==> config.mk <==
export PLATFORM = sky130hd
export DESIGN_NAME = cpu_register_set
export DESIGN_NICKNAME = d
export VERILOG_FILES = /design/src/logic/cpu_regs_pkg.sv /design/src/logic/cpu_register_set.sv /design/src/logic/alu_flag_unit.sv
export SDC_FILE = /design/constraint.sdc
export NUM_CORES = 2
export LEC_CHECK = 0
export ABC_AREA = 1
export BUFFER_PORTS_ARGS = -buffer_cell sky130_fd_sc_hd__buf_4
export CAP_MARGIN = 20
export CORE_AREA = 2 2 535 537
export DETAILED_ROUTE_END_ITERATION = 10
export DIE_AREA = 0 0 537 539
export GPL_TIMING_DRIVEN = 1
export PLACE_DENSITY = 0.7
export SYNTH_ARGS = -nofsm -noshare
export SYNTH_HDL_FRONTEND = slang
export SYNTH_SLANG_ARGS = --single-unit
==> constraint.sdc <==
create_clock -name clk_sys -period 40 [get_ports clk_sys]
set_input_delay 8 -clock clk_sys [delete_from_list [all_inputs] [get_ports clk_sys]]
set_output_delay 8 -clock clk_sys [all_outputs]
set_load 0.03 [all_outputs]
==> src/logic/cpu_regs_pkg.sv <==
// constants, types and register map of the cpu register set
// assumes a 100 MHz system clock and a 32-bit classic wishbone slave port
package cpu_regs_pkg;

    // ----------------------------------------------------------------
    // register map (byte addresses)
    // ----------------------------------------------------------------
    localparam logic [7:0] OFF_ACC = 8'h00;
    localparam logic [7:0] OFF_XIDX = 8'h04;
    localparam logic [7:0] OFF_YIDX = 8'h08;
    localparam logic [7:0] OFF_SP = 8'h0C;
    localparam logic [7:0] OFF_PC = 8'h10;
    localparam logic [7:0] OFF_PSW = 8'h14;
    localparam logic [7:0] OFF_CMD = 8'h18;
    localparam logic [7:0] OFF_OPND = 8'h1C;
    localparam logic [7:0] OFF_EA = 8'h20;
    localparam logic [7:0] OFF_RAMADR = 8'h24;
    localparam logic [7:0] OFF_RAMDAT = 8'h28;
    localparam logic [7:0] OFF_STATUS = 8'h2C;

    // ----------------------------------------------------------------
    // command word fields
    // ----------------------------------------------------------------
    localparam int CMD_CODE_LSB = 0;
    localparam int CMD_SLOT_LSB = 8;

    // ----------------------------------------------------------------
    // reset values and memory layout
    // ----------------------------------------------------------------
    localparam logic [7:0] ACC_RESET = 8'h00;
    localparam logic [7:0] IDX_RESET = 8'h00;
    localparam logic [7:0] SP_RESET = 8'h00;
    localparam logic [7:0] PSW_RESET = 8'h00;
    localparam logic [15:0] PC_RESET = 16'h0000;
    localparam logic [15:0] RESET_VEC = 16'hFFFE;
    localparam logic [15:0] EXT0_VEC = 16'hFFFA;
    localparam logic [15:0] TABLE_CALL_OP_SLOT0_VEC = 16'hFFDE;
    localparam logic [15:0] PAGE_CALL_BASE = 16'hFF00;
    localparam int DMEM_BYTES = 448;

    // ----------------------------------------------------------------
    // types
    // ----------------------------------------------------------------
    typedef struct packed {
        logic n;
        logic v;
        logic g;
        logic b;
        logic h;
        logic i;
        logic z;
        logic c;
    } psw_s;

    typedef struct packed {
        logic cyc;
        logic stb;
        logic we;
        logic [3:0] sel;
        logic [7:0] adr;
        logic [31:0] dat;
    } wb_req_s;

    typedef struct packed {
        logic ack;
        logic [31:0] dat;
    } wb_rsp_s;

    typedef enum logic [4:0] {
        CMD_NOP, CMD_ADD, CMD_SUB, CMD_SHL, CMD_ROL, CMD_LOAD, CMD_BIT,
        CMD_EI, CMD_DI, CMD_DIRECT_PAGE_HIGH_OP, CMD_DIRECT_PAGE_LOW_OP, CMD_OVERFLOW_CLEAR_OP, CMD_CALL, CMD_PAGE_CALL_OP,
        CMD_TABLE_CALL_OP, CMD_BRK, CMD_INCPC, CMD_TXSP, CMD_EA_DIR, CMD_EA_X,
        CMD_EA_Y, CMD_LDYA
    } cmd_e;

    typedef enum logic [2:0] {
        ALU_ADD, ALU_SUB, ALU_SHL, ALU_ROL, ALU_PASS
    } alu_op_e;

    typedef enum logic [2:0] {
        ST_IDLE, ST_PUSH, ST_VEC_LO, ST_VEC_HI, ST_VEC_END
    } state_e;

endpackage : cpu_regs_pkg

==> src/logic/cpu_register_set.sv <==
// programmer-visible register set, status word, stack and vector sequencer
// assumes a wishbone master on clk_sys, a synchronous program rom with one cycle latency
//
// Local design decisions: register access over Wishbone and the address map.
`timescale 1ns/1ps
module cpu_register_set (
    // clock and reset
    input wire logic clk_sys,
    input wire logic rst_n,
    // wishbone slave
    input wire cpu_regs_pkg::wb_req_s wbReq,
    output cpu_regs_pkg::wb_rsp_s wbRsp,
    // program memory read port
    output logic [15:0] progAddr,
    output logic progRead,
    input wire logic [7:0] progData,
    // external interrupt pins and status
    input wire logic [1:0] extIrq,
    output logic busy
);
    import cpu_regs_pkg::*;

    // ----------------------------------------------------------------
    // state
    // ----------------------------------------------------------------
    logic [7:0] acc;
    logic [7:0] xIdx;
    logic [7:0] yIdx;
    logic [7:0] sp;
    logic [15:0] pc;
    psw_s processor_status_word;
    psw_s savedPsw;
    logic [15:0] opnd;
    logic [15:0] ea;
    logic [8:0] ramAdr;
    logic [7:0] ram [0:DMEM_BYTES-1];
    state_e state;
    logic [1:0] pushIdx;
    logic [1:0] pushLast;
    logic useVec;
    logic [15:0] target;
    logic [1:0] irqMeta;
    logic [1:0] irqLevel;
    logic ack;
    logic [31:0] rdData;

    // ----------------------------------------------------------------
    // decode
    // ----------------------------------------------------------------
    logic wbWr;
    logic regWr;
    logic cmdFire;
    cmd_e cmdCode;
    logic [3:0] tcallSlot;
    logic irqTake;
    logic [15:0] irqVec;
    logic [15:0] tcallVec;
    logic isCall;
    logic callStart;
    logic [7:0] pushByte;
    logic ramInRange;
    logic [31:0] next_rdData;
    alu_op_e aluOp;
    logic [7:0] aluRes;
    logic aluC;
    logic aluH;
    logic aluV;

    function automatic logic [15:0] lane16(input logic [15:0] old, input logic [31:0] d, input logic [3:0] s);
        lane16 = {s[1] ? d[15:8] : old[15:8], s[0] ? d[7:0] : old[7:0]};
    endfunction : lane16

    assign busy = (state != ST_IDLE);
    assign wbWr = wbReq.cyc && wbReq.stb && wbReq.we && !ack;
    assign regWr = wbWr && !busy && wbReq.sel[0];
    assign cmdFire = regWr && (wbReq.adr == OFF_CMD);
    assign cmdCode = cmd_e'(wbReq.dat[CMD_CODE_LSB +: 5]);
    assign tcallSlot = wbReq.dat[CMD_SLOT_LSB +: 4];
    assign irqTake = !busy && !cmdFire && processor_status_word.i && (irqLevel != 2'b00);
    assign irqVec = EXT0_VEC - {14'h0000, !irqLevel[0], 1'b0};
    assign tcallVec = TABLE_CALL_OP_SLOT0_VEC - {11'h000, tcallSlot, 1'b0};
    assign isCall = cmdFire && (cmdCode == CMD_CALL || cmdCode == CMD_PAGE_CALL_OP || cmdCode == CMD_TABLE_CALL_OP
                                || cmdCode == CMD_BRK);
    assign callStart = isCall || irqTake;
    assign pushByte = (pushIdx == 2'd0) ? pc[15:8] : (pushIdx == 2'd1) ? pc[7:0] : savedPsw;
    assign ramInRange = (ramAdr < 9'(DMEM_BYTES));
    assign progRead = (state == ST_VEC_LO) || (state == ST_VEC_HI);
    assign wbRsp.ack = ack;
    assign wbRsp.dat = rdData;

    always_comb begin
        case (cmdCode)
            CMD_ADD: aluOp = ALU_ADD;
            CMD_SUB: aluOp = ALU_SUB;
            CMD_SHL: aluOp = ALU_SHL;
            CMD_ROL: aluOp = ALU_ROL;
            default: aluOp = ALU_PASS;
        endcase
    end

    alu_flag_unit u_alu (
        .aluOp(aluOp),
        .opA(acc),
        .opB(opnd[7:0]),
        .carryIn(processor_status_word.c),
        .result(aluRes),
        .carryOut(aluC),
        .halfCarry(aluH),
        .overflow(aluV)
    );

    // ----------------------------------------------------------------
    // wishbone answer
    // ----------------------------------------------------------------
    always_comb begin
        case (wbReq.adr)
            OFF_ACC: next_rdData = {24'h000000, acc};
            OFF_XIDX: next_rdData = {24'h000000, xIdx};
            OFF_YIDX: next_rdData = {24'h000000, yIdx};
            OFF_SP: next_rdData = {24'h000000, sp};
            OFF_PC: next_rdData = {16'h0000, pc};
            OFF_PSW: next_rdData = {24'h000000, processor_status_word};
            OFF_OPND: next_rdData = {16'h0000, opnd};
            OFF_EA: next_rdData = {16'h0000, ea};
            OFF_RAMADR: next_rdData = {23'h000000, ramAdr};
            OFF_RAMDAT: next_rdData = ramInRange ? {24'h000000, ram[ramAdr]} : 32'h00000000;
            OFF_STATUS: next_rdData = {29'h00000000, irqLevel, busy};
            default: next_rdData = 32'h00000000;
        endcase
    end

    always_ff @(posedge clk_sys or negedge rst_n) begin
        if (!rst_n) begin
            ack <= 1'b0;
            rdData <= 32'h00000000;
        end else begin
            ack <= wbReq.cyc && wbReq.stb && !ack;
            if (wbReq.cyc && wbReq.stb && !ack && !wbReq.we) begin
                rdData <= next_rdData;
            end
        end
    end

    // ----------------------------------------------------------------
    // interrupt pin synchroniser
    // ----------------------------------------------------------------
    always_ff @(posedge clk_sys or negedge rst_n) begin
        if (!rst_n) begin
            irqMeta <= 2'b00;
            irqLevel <= 2'b00;
        end else begin
            irqMeta <= extIrq;
            irqLevel <= irqMeta;
        end
    end

    // ----------------------------------------------------------------
    // sequencer: pushes and vector fetch
    // ----------------------------------------------------------------
    always_ff @(posedge clk_sys or negedge rst_n) begin
        if (!rst_n) begin
            state <= ST_VEC_LO;
            progAddr <= RESET_VEC;
            pushIdx <= 2'd0;
            pushLast <= 2'd1;
            useVec <= 1'b0;
            target <= PC_RESET;
            savedPsw <= PSW_RESET;
        end else begin
            case (state)
                ST_IDLE: begin
                    if (callStart) begin
                        state <= ST_PUSH;
                        pushIdx <= 2'd0;
                        pushLast <= (irqTake || cmdCode == CMD_BRK) ? 2'd2 : 2'd1;
                        savedPsw <= processor_status_word;
                        useVec <= irqTake || cmdCode == CMD_TABLE_CALL_OP || cmdCode == CMD_BRK;
                        if (irqTake) begin
                            target <= irqVec;
                        end else if (cmdCode == CMD_TABLE_CALL_OP) begin
                            target <= tcallVec;
                        end else if (cmdCode == CMD_BRK) begin
                            target <= TABLE_CALL_OP_SLOT0_VEC;
                        end else if (cmdCode == CMD_PAGE_CALL_OP) begin
                            target <= PAGE_CALL_BASE | {8'h00, opnd[7:0]};
                        end else begin
                            target <= opnd;
                        end
                    end
                end
                ST_PUSH: begin
                    pushIdx <= pushIdx + 2'd1;
                    if (pushIdx == pushLast) begin
                        state <= useVec ? ST_VEC_LO : ST_IDLE;
                        progAddr <= target;
                    end
                end
                ST_VEC_LO: begin
                    progAddr <= progAddr + 16'h0001;
                    state <= ST_VEC_HI;
                end
                ST_VEC_HI: state <= ST_VEC_END;
                ST_VEC_END: state <= ST_IDLE;
                default: state <= ST_IDLE;
            endcase
        end
    end

    // ----------------------------------------------------------------
    // program counter
    // ----------------------------------------------------------------
    always_ff @(posedge clk_sys or negedge rst_n) begin
        if (!rst_n) begin
            pc <= PC_RESET;
        end else if (state == ST_VEC_HI) begin
            pc[7:0] <= progData;
        end else if (state == ST_VEC_END) begin
            pc[15:8] <= progData;
        end else if (state == ST_PUSH && pushIdx == pushLast && !useVec) begin
            pc <= target;
        end else if (cmdFire && cmdCode == CMD_INCPC) begin
            pc <= pc + 16'h0001;
        end else if (regWr && wbReq.adr == OFF_PC) begin
            pc <= lane16(pc, wbReq.dat, wbReq.sel);
        end
    end

    // ----------------------------------------------------------------
    // stack pointer and data memory
    // ----------------------------------------------------------------
    always_ff @(posedge clk_sys or negedge rst_n) begin
        if (!rst_n) begin
            sp <= SP_RESET;
        end else if (state == ST_PUSH) begin
            sp <= sp - 8'h01;
        end else if (cmdFire && cmdCode == CMD_TXSP) begin
            sp <= xIdx;
        end else if (regWr && wbReq.adr == OFF_SP) begin
            sp <= wbReq.dat[7:0];
        end
    end

    always_ff @(posedge clk_sys) begin
        if (state == ST_PUSH) begin
            ram[{1'b0, sp}] <= pushByte;
        end else if (wbWr && wbReq.sel[0] && wbReq.adr == OFF_RAMDAT && ramInRange) begin
            ram[ramAdr] <= wbReq.dat[7:0];
        end
    end

    always_ff @(posedge clk_sys or negedge rst_n) begin
        if (!rst_n) begin
            ramAdr <= 9'h000;
        end else if (wbWr && wbReq.adr == OFF_RAMADR) begin
            ramAdr <= 9'(lane16({7'h00, ramAdr}, wbReq.dat, wbReq.sel));
        end
    end

    // ----------------------------------------------------------------
    // accumulator, index registers, operand, effective address
    // ----------------------------------------------------------------
    always_ff @(posedge clk_sys or negedge rst_n) begin
        if (!rst_n) begin
            acc <= ACC_RESET;
        end else if (cmdFire && (aluOp != ALU_PASS || cmdCode == CMD_LOAD)) begin
            acc <= aluRes;
        end else if (cmdFire && cmdCode == CMD_LDYA) begin
            acc <= opnd[7:0];
        end else if (regWr && wbReq.adr == OFF_ACC) begin
            acc <= wbReq.dat[7:0];
        end
    end

    always_ff @(posedge clk_sys or negedge rst_n) begin
        if (!rst_n) begin
            xIdx <= IDX_RESET;
        end else if (regWr && wbReq.adr == OFF_XIDX) begin
            xIdx <= wbReq.dat[7:0];
        end
    end

    always_ff @(posedge clk_sys or negedge rst_n) begin
        if (!rst_n) begin
            yIdx <= IDX_RESET;
        end else if (cmdFire && cmdCode == CMD_LDYA) begin
            yIdx <= opnd[15:8];
        end else if (regWr && wbReq.adr == OFF_YIDX) begin
            yIdx <= wbReq.dat[7:0];
        end
    end

    always_ff @(posedge clk_sys or negedge rst_n) begin
        if (!rst_n) begin
            opnd <= 16'h0000;
        end else if (wbWr && !busy && wbReq.adr == OFF_OPND) begin
            opnd <= lane16(opnd, wbReq.dat, wbReq.sel);
        end
    end

    always_ff @(posedge clk_sys or negedge rst_n) begin
        if (!rst_n) begin
            ea <= 16'h0000;
        end else if (cmdFire && cmdCode == CMD_EA_DIR) begin
            ea <= {7'h00, processor_status_word.g, opnd[7:0]};
        end else if (cmdFire && cmdCode == CMD_EA_X) begin
            ea <= opnd + {8'h00, xIdx};
        end else if (cmdFire && cmdCode == CMD_EA_Y) begin
            ea <= opnd + {8'h00, yIdx};
        end
    end

    // ----------------------------------------------------------------
    // status word
    // ----------------------------------------------------------------
    always_ff @(posedge clk_sys or negedge rst_n) begin
        if (!rst_n) begin
            processor_status_word <= PSW_RESET;
        end else if (irqTake) begin
            processor_status_word.i <= 1'b0;
        end else if (cmdFire) begin
            case (cmdCode)
                CMD_ADD, CMD_SUB: begin
                    processor_status_word.c <= aluC;
                    processor_status_word.h <= aluH;
                    processor_status_word.v <= aluV;
                    processor_status_word.z <= (aluRes == 8'h00);
                    processor_status_word.n <= aluRes[7];
                end
                CMD_SHL, CMD_ROL: begin
                    processor_status_word.c <= aluC;
                    processor_status_word.z <= (aluRes == 8'h00);
                    processor_status_word.n <= aluRes[7];
                end
                CMD_LOAD: begin
                    processor_status_word.z <= (aluRes == 8'h00);
                    processor_status_word.n <= aluRes[7];
                end
                CMD_BIT: begin
                    processor_status_word.n <= opnd[7];
                    processor_status_word.v <= opnd[6];
                    processor_status_word.z <= ((acc & opnd[7:0]) == 8'h00);
                end
                CMD_LDYA: begin
                    processor_status_word.z <= (opnd == 16'h0000);
                    processor_status_word.n <= opnd[15];
                end
                CMD_EI: processor_status_word.i <= 1'b1;
                CMD_DI: processor_status_word.i <= 1'b0;
                CMD_DIRECT_PAGE_HIGH_OP: processor_status_word.g <= 1'b1;
                CMD_DIRECT_PAGE_LOW_OP: processor_status_word.g <= 1'b0;
                CMD_OVERFLOW_CLEAR_OP: begin
                    processor_status_word.v <= 1'b0;
                    processor_status_word.h <= 1'b0;
                end
                CMD_BRK: begin
                    processor_status_word.b <= 1'b1;
                    processor_status_word.i <= 1'b0;
                end
                default: processor_status_word <= processor_status_word;
            endcase
        end else if (regWr && wbReq.adr == OFF_PSW) begin
            // half carry and overflow cannot be written directly
            processor_status_word <= {wbReq.dat[7], processor_status_word.v, wbReq.dat[5:4], processor_status_word.h, wbReq.dat[2:0]};
        end
    end
endmodule : cpu_register_set

==> src/logic/alu_flag_unit.sv <==
// 8-bit adder/shifter producing result, carry, half carry and overflow
// assumes operands come from registers on the same clock
`timescale 1ns/1ps
module alu_flag_unit (
    // operation
    input wire cpu_regs_pkg::alu_op_e aluOp,
    input wire logic [7:0] opA,
    input wire logic [7:0] opB,
    input wire logic carryIn,
    // results
    output logic [7:0] result,
    output logic carryOut,
    output logic halfCarry,
    output logic overflow
);
    import cpu_regs_pkg::*;

    logic [7:0] bEff;
    logic [8:0] sum9;
    logic [4:0] low5;

    always_comb begin
        bEff = (aluOp == ALU_SUB) ? ~opB : opB;
        sum9 = 9'h000;
        low5 = 5'h00;
        case (aluOp)
            ALU_ADD, ALU_SUB: begin
                sum9 = {1'b0, opA} + {1'b0, bEff} + {8'h00, carryIn};
                low5 = {1'b0, opA[3:0]} + {1'b0, bEff[3:0]} + {4'h0, carryIn};
            end
            ALU_SHL: sum9 = {opA, 1'b0};
            ALU_ROL: sum9 = {opA, carryIn};
            ALU_PASS: sum9 = {1'b0, opB};
            default: sum9 = 9'h000;
        endcase
        result = sum9[7:0];
        carryOut = sum9[8];
        halfCarry = low5[4];
        overflow = (aluOp == ALU_ADD || aluOp == ALU_SUB) && (opA[7] == bEff[7]) && (sum9[7] != opA[7]);
    end

endmodule : alu_flag_unit

==> metrics <==
DRT iter0 DRCs=~15,000; clk sink count=3,750; Area growth syn-to-layout=10.0%; CP max FO=16; TritonCTS buffer count=381; Power Dens Cells=62.7 nW/um^2; Initial Util=54.7%; Post-synth EDFFs=between 3,000 and 4,000; Yosys cell types=60; die area=289,000 sq um; Crit. End Element=flip-flop; Yosys warning count=0; Finished Layout Cells=17,400; Synth top area share=69.3%; LEAKAGE=59.9 nW; Total GRT Usage=between 20 and 30%; worst r2r dst=rdData[1]; total gr overflow=0; Residual DRC=0; H-tree depth=5; Filler cells=about 22,000; r2r setup slk=around 31 ns; DP HPWL=237,000 microns; final worst path period share=30.0%; Fmax achieved=around 0.083 GHz; critical path, cell by cell=buf_4 -> nor2_2 -> nand3_1 -> nor2_2 -> o21a_1 -> nand2_2 -> nor2_4 -> nor2_1 -> a21oi_1 -> inv_1 -> nor2_1 -> nand2_4 -> buf_4 -> nor2_1; Int Pwr=approximately 7.6 mW; Async SR Flop Fraction=4.43%; top post-synthesis cells by area=edfxtp_1, nand3_1, nand2_1; Highest Signal Layer=met5; Sequential Power Share=between 50% and 60%; Clock Path Buffers=4; Max Slew Vio Count=0; Top delay family on crit path=simple AND/OR/NAND/NOR gates; top_reg_cell synth=edfxtp_1; Post-DRT Antenna Nets=0; fraction of layout cells with a size suffix above 1=6.42%; synthesized area per cell=roughly 11 sq um; CP endpoint=ram[361][4]; CP most frequent cell=nor2_1; most frequent cells after synthesis=nand2_1, edfxtp_1, nand3_1; Slew HR=roughly 22%; Setup-failing EPs final=0; Nets=13,400; Slowest-stage cell, CP=nor2_1; post-synth top area cell=edfxtp_1; Port Buffers=75; synthesized area=between 150,000 and 200,000 sq um; fin util=60.2%; crit path buf inv count=3; gpl congestion=0.978; Met2 Routed Length=196,000 microns; Root Driver=clkbuf_16; via count=106,000; first-pass GRT wire length=630,000 microns; Psw=3.08 mW; Post-CTS Hold Buffers=0; Hold Vio Cnt, Final=0; synthesized flop and latch total=3,750; Core Box Area=284,000 sq um; WL final=425,000 microns; max cap viols=0; Crit path largest cell delay=approximately 0.7 ns; Worst Clk Skew=0.0466 ns; crit path kind=in2reg; Setup Buffers After CTS=0; Stages on worst setup path=14; startpoint types=primary input; r2r startpoint=ramAdr[0]; clock network power share=between 30% and 40%; first drt pass iteration count=6; worst endpoint required time=40.50 ns; Peak VDD IR=between 0.1 and 0.15 mV; path depth of the worst reg2reg path=21; # placed instances=16,700; post-cts gate resize count=0; routed length on met1=approximately 160,000 microns; min Tclk post-route=12.02 ns; Setup crit start=wbReq[33]; sequential share of the synthesized area=72.0%; vias in the first global route=101,000; status=finished, final reports clean; RSZ-0062 raised after global routing=false; die height=539 microns; clock-pin slew on the worst setup and hold paths=roughly 0.060 ns; IO Count=110; vias per cell=between 6 and 7; initial antenna violation count=12; wire length on met3=approximately 46,000 microns; Worst Max-Slew Pin Slew=around 1.2 ns; insertion delay to the later sink of the worst-skew pair=0.92 ns; CP arrival=about 13 ns; largest net degree at the start of global routing=223; Hold Crit Class=reg2reg; switch share=28.8%; most numerous cell in the Yosys netlist=nand2_1; Die X=approximately 540 microns; wire per inst=24.4 microns; cell count after synthesis=13,600; Site Rows=196; sum of negative setup slack=0 ns; Comb pwr share=16.3%; CTS tree=built
[how the worst min path moves through the flow]
stage	startpoint	endpoint	slack, ns	cells past startpoint
global placement	irqMeta[0]	irqLevel[0]	0.33	0
global route	irqMeta[1]	irqLevel[1]	0.35	0
finish	irqMeta[1]	irqLevel[1]	0.34	0
CTS	irqMeta[1]	irqLevel[1]	0.35	0
detailed placement	irqMeta[1]	irqLevel[1]	0.34	0
floorplan	irqMeta[0]	irqLevel[0]	0.33	0
[metrics by stage]
stage               instance area (sq um)  hold slack (ns)  setup WS, ns  power (mW)
finish                             171000            0.344         27.98        10.7
global placement                   159000            0.334         27.28        7.20
floorplan                          155000            0.331          9.94        7.65
detailed placement                 159000            0.336         27.19        7.28
CTS                                171000            0.349         28.14        10.7
global route                       171000            0.352         27.86        11.0
[logic make-up (layout without fill, tap and decap cells)]
group                      count (synthesis)  after routing  synth area share [%]
AOI/OAI and AO/OA                        648            648                  2.44
xor gates and xnor gates                  35             35                 0.197
adders and majority gates                 23             23                 0.200
buffers and inverters                   1138           1144                  2.84
DFF                                     3750           3750                  72.0
muxes                                      2              2                0.0137
other                                      1             23               0.00242
and+or+nand+nor                         7998           7998                  22.3
[worst reg2reg max path: cells and delay by family, from the launching register on]
family                 cells  cell delay (ns)
buffers and inverters      7             5.38
and+or+nand+nor           14             2.44
DFF                        1             0.72
[metal layers]
metal	track usage (%)	vias up
met5	0	-
met4	12.0	6
met3	5.33	982
met2	44.9	5997
met1	40.1	51600
li1	-	47600
[sequential cells by signal, indices dropped and copies added (netlist names), 8 cells and up]
signal                 flops
opnd                      16
sp                         8
savedPsw                   8
ea                        16
xIdx                       8
ram                     3584
target                    16
acc                        8
pc                        16
yIdx                       8
rdData                    16
processor_status_word      8
progAddr                  16
ramAdr                     9
[area by class of cell]
type / count / area, sq um / share of cell area, %
Inverter: 230 / 903 / 0.529
Antenna cell: 7 / 17.5 / 0.0103
Timing Repair Buffer: 221 / 1960 / 1.15
Sequential cell: 3750 / 112000 / 65.5
Clock buffer: 471 / 10000 / 5.85
Clock inverter: 222 / 2140 / 1.25
Multi-Input combinational cell: 8722 / 39300 / 23.0
Tap cell: 3762 / 4710 / 2.76
[power groups by stage]
stage / Combinational (mW) / Sequential, mW / Clock, mW
after floorplan: 0.732 / 6.92 / 0
final: 1.75 / 5.47 / 3.49
after global placement: 1.65 / 5.55 / 0
after CTS: 1.73 / 5.47 / 3.52
after detailed placement: 1.73 / 5.55 / 0
after global routing: 1.85 / 5.48 / 3.66
[placed cells by master (no fill, tap or decap), drive strengths merged, types with 8 or more instances in the layout]
cell and n:
a21oi 94, conb 16, edfxtp 3584, nor3 33, clkinv 162, clkbuf 471
o221ai 28, nand2 3943, inv 235, o211ai 38, clkinvlp 17, nor4 9
o21ai 327, nand3 3281, nor2 704, nand4 20, buf 221, xor2 28
dfrtp 149, dfstp 17, a31oi 14, o22ai 98, ha 20, a221oi 8
bufinv 38
No activity file was read; power rests on OpenSTA's default activity.
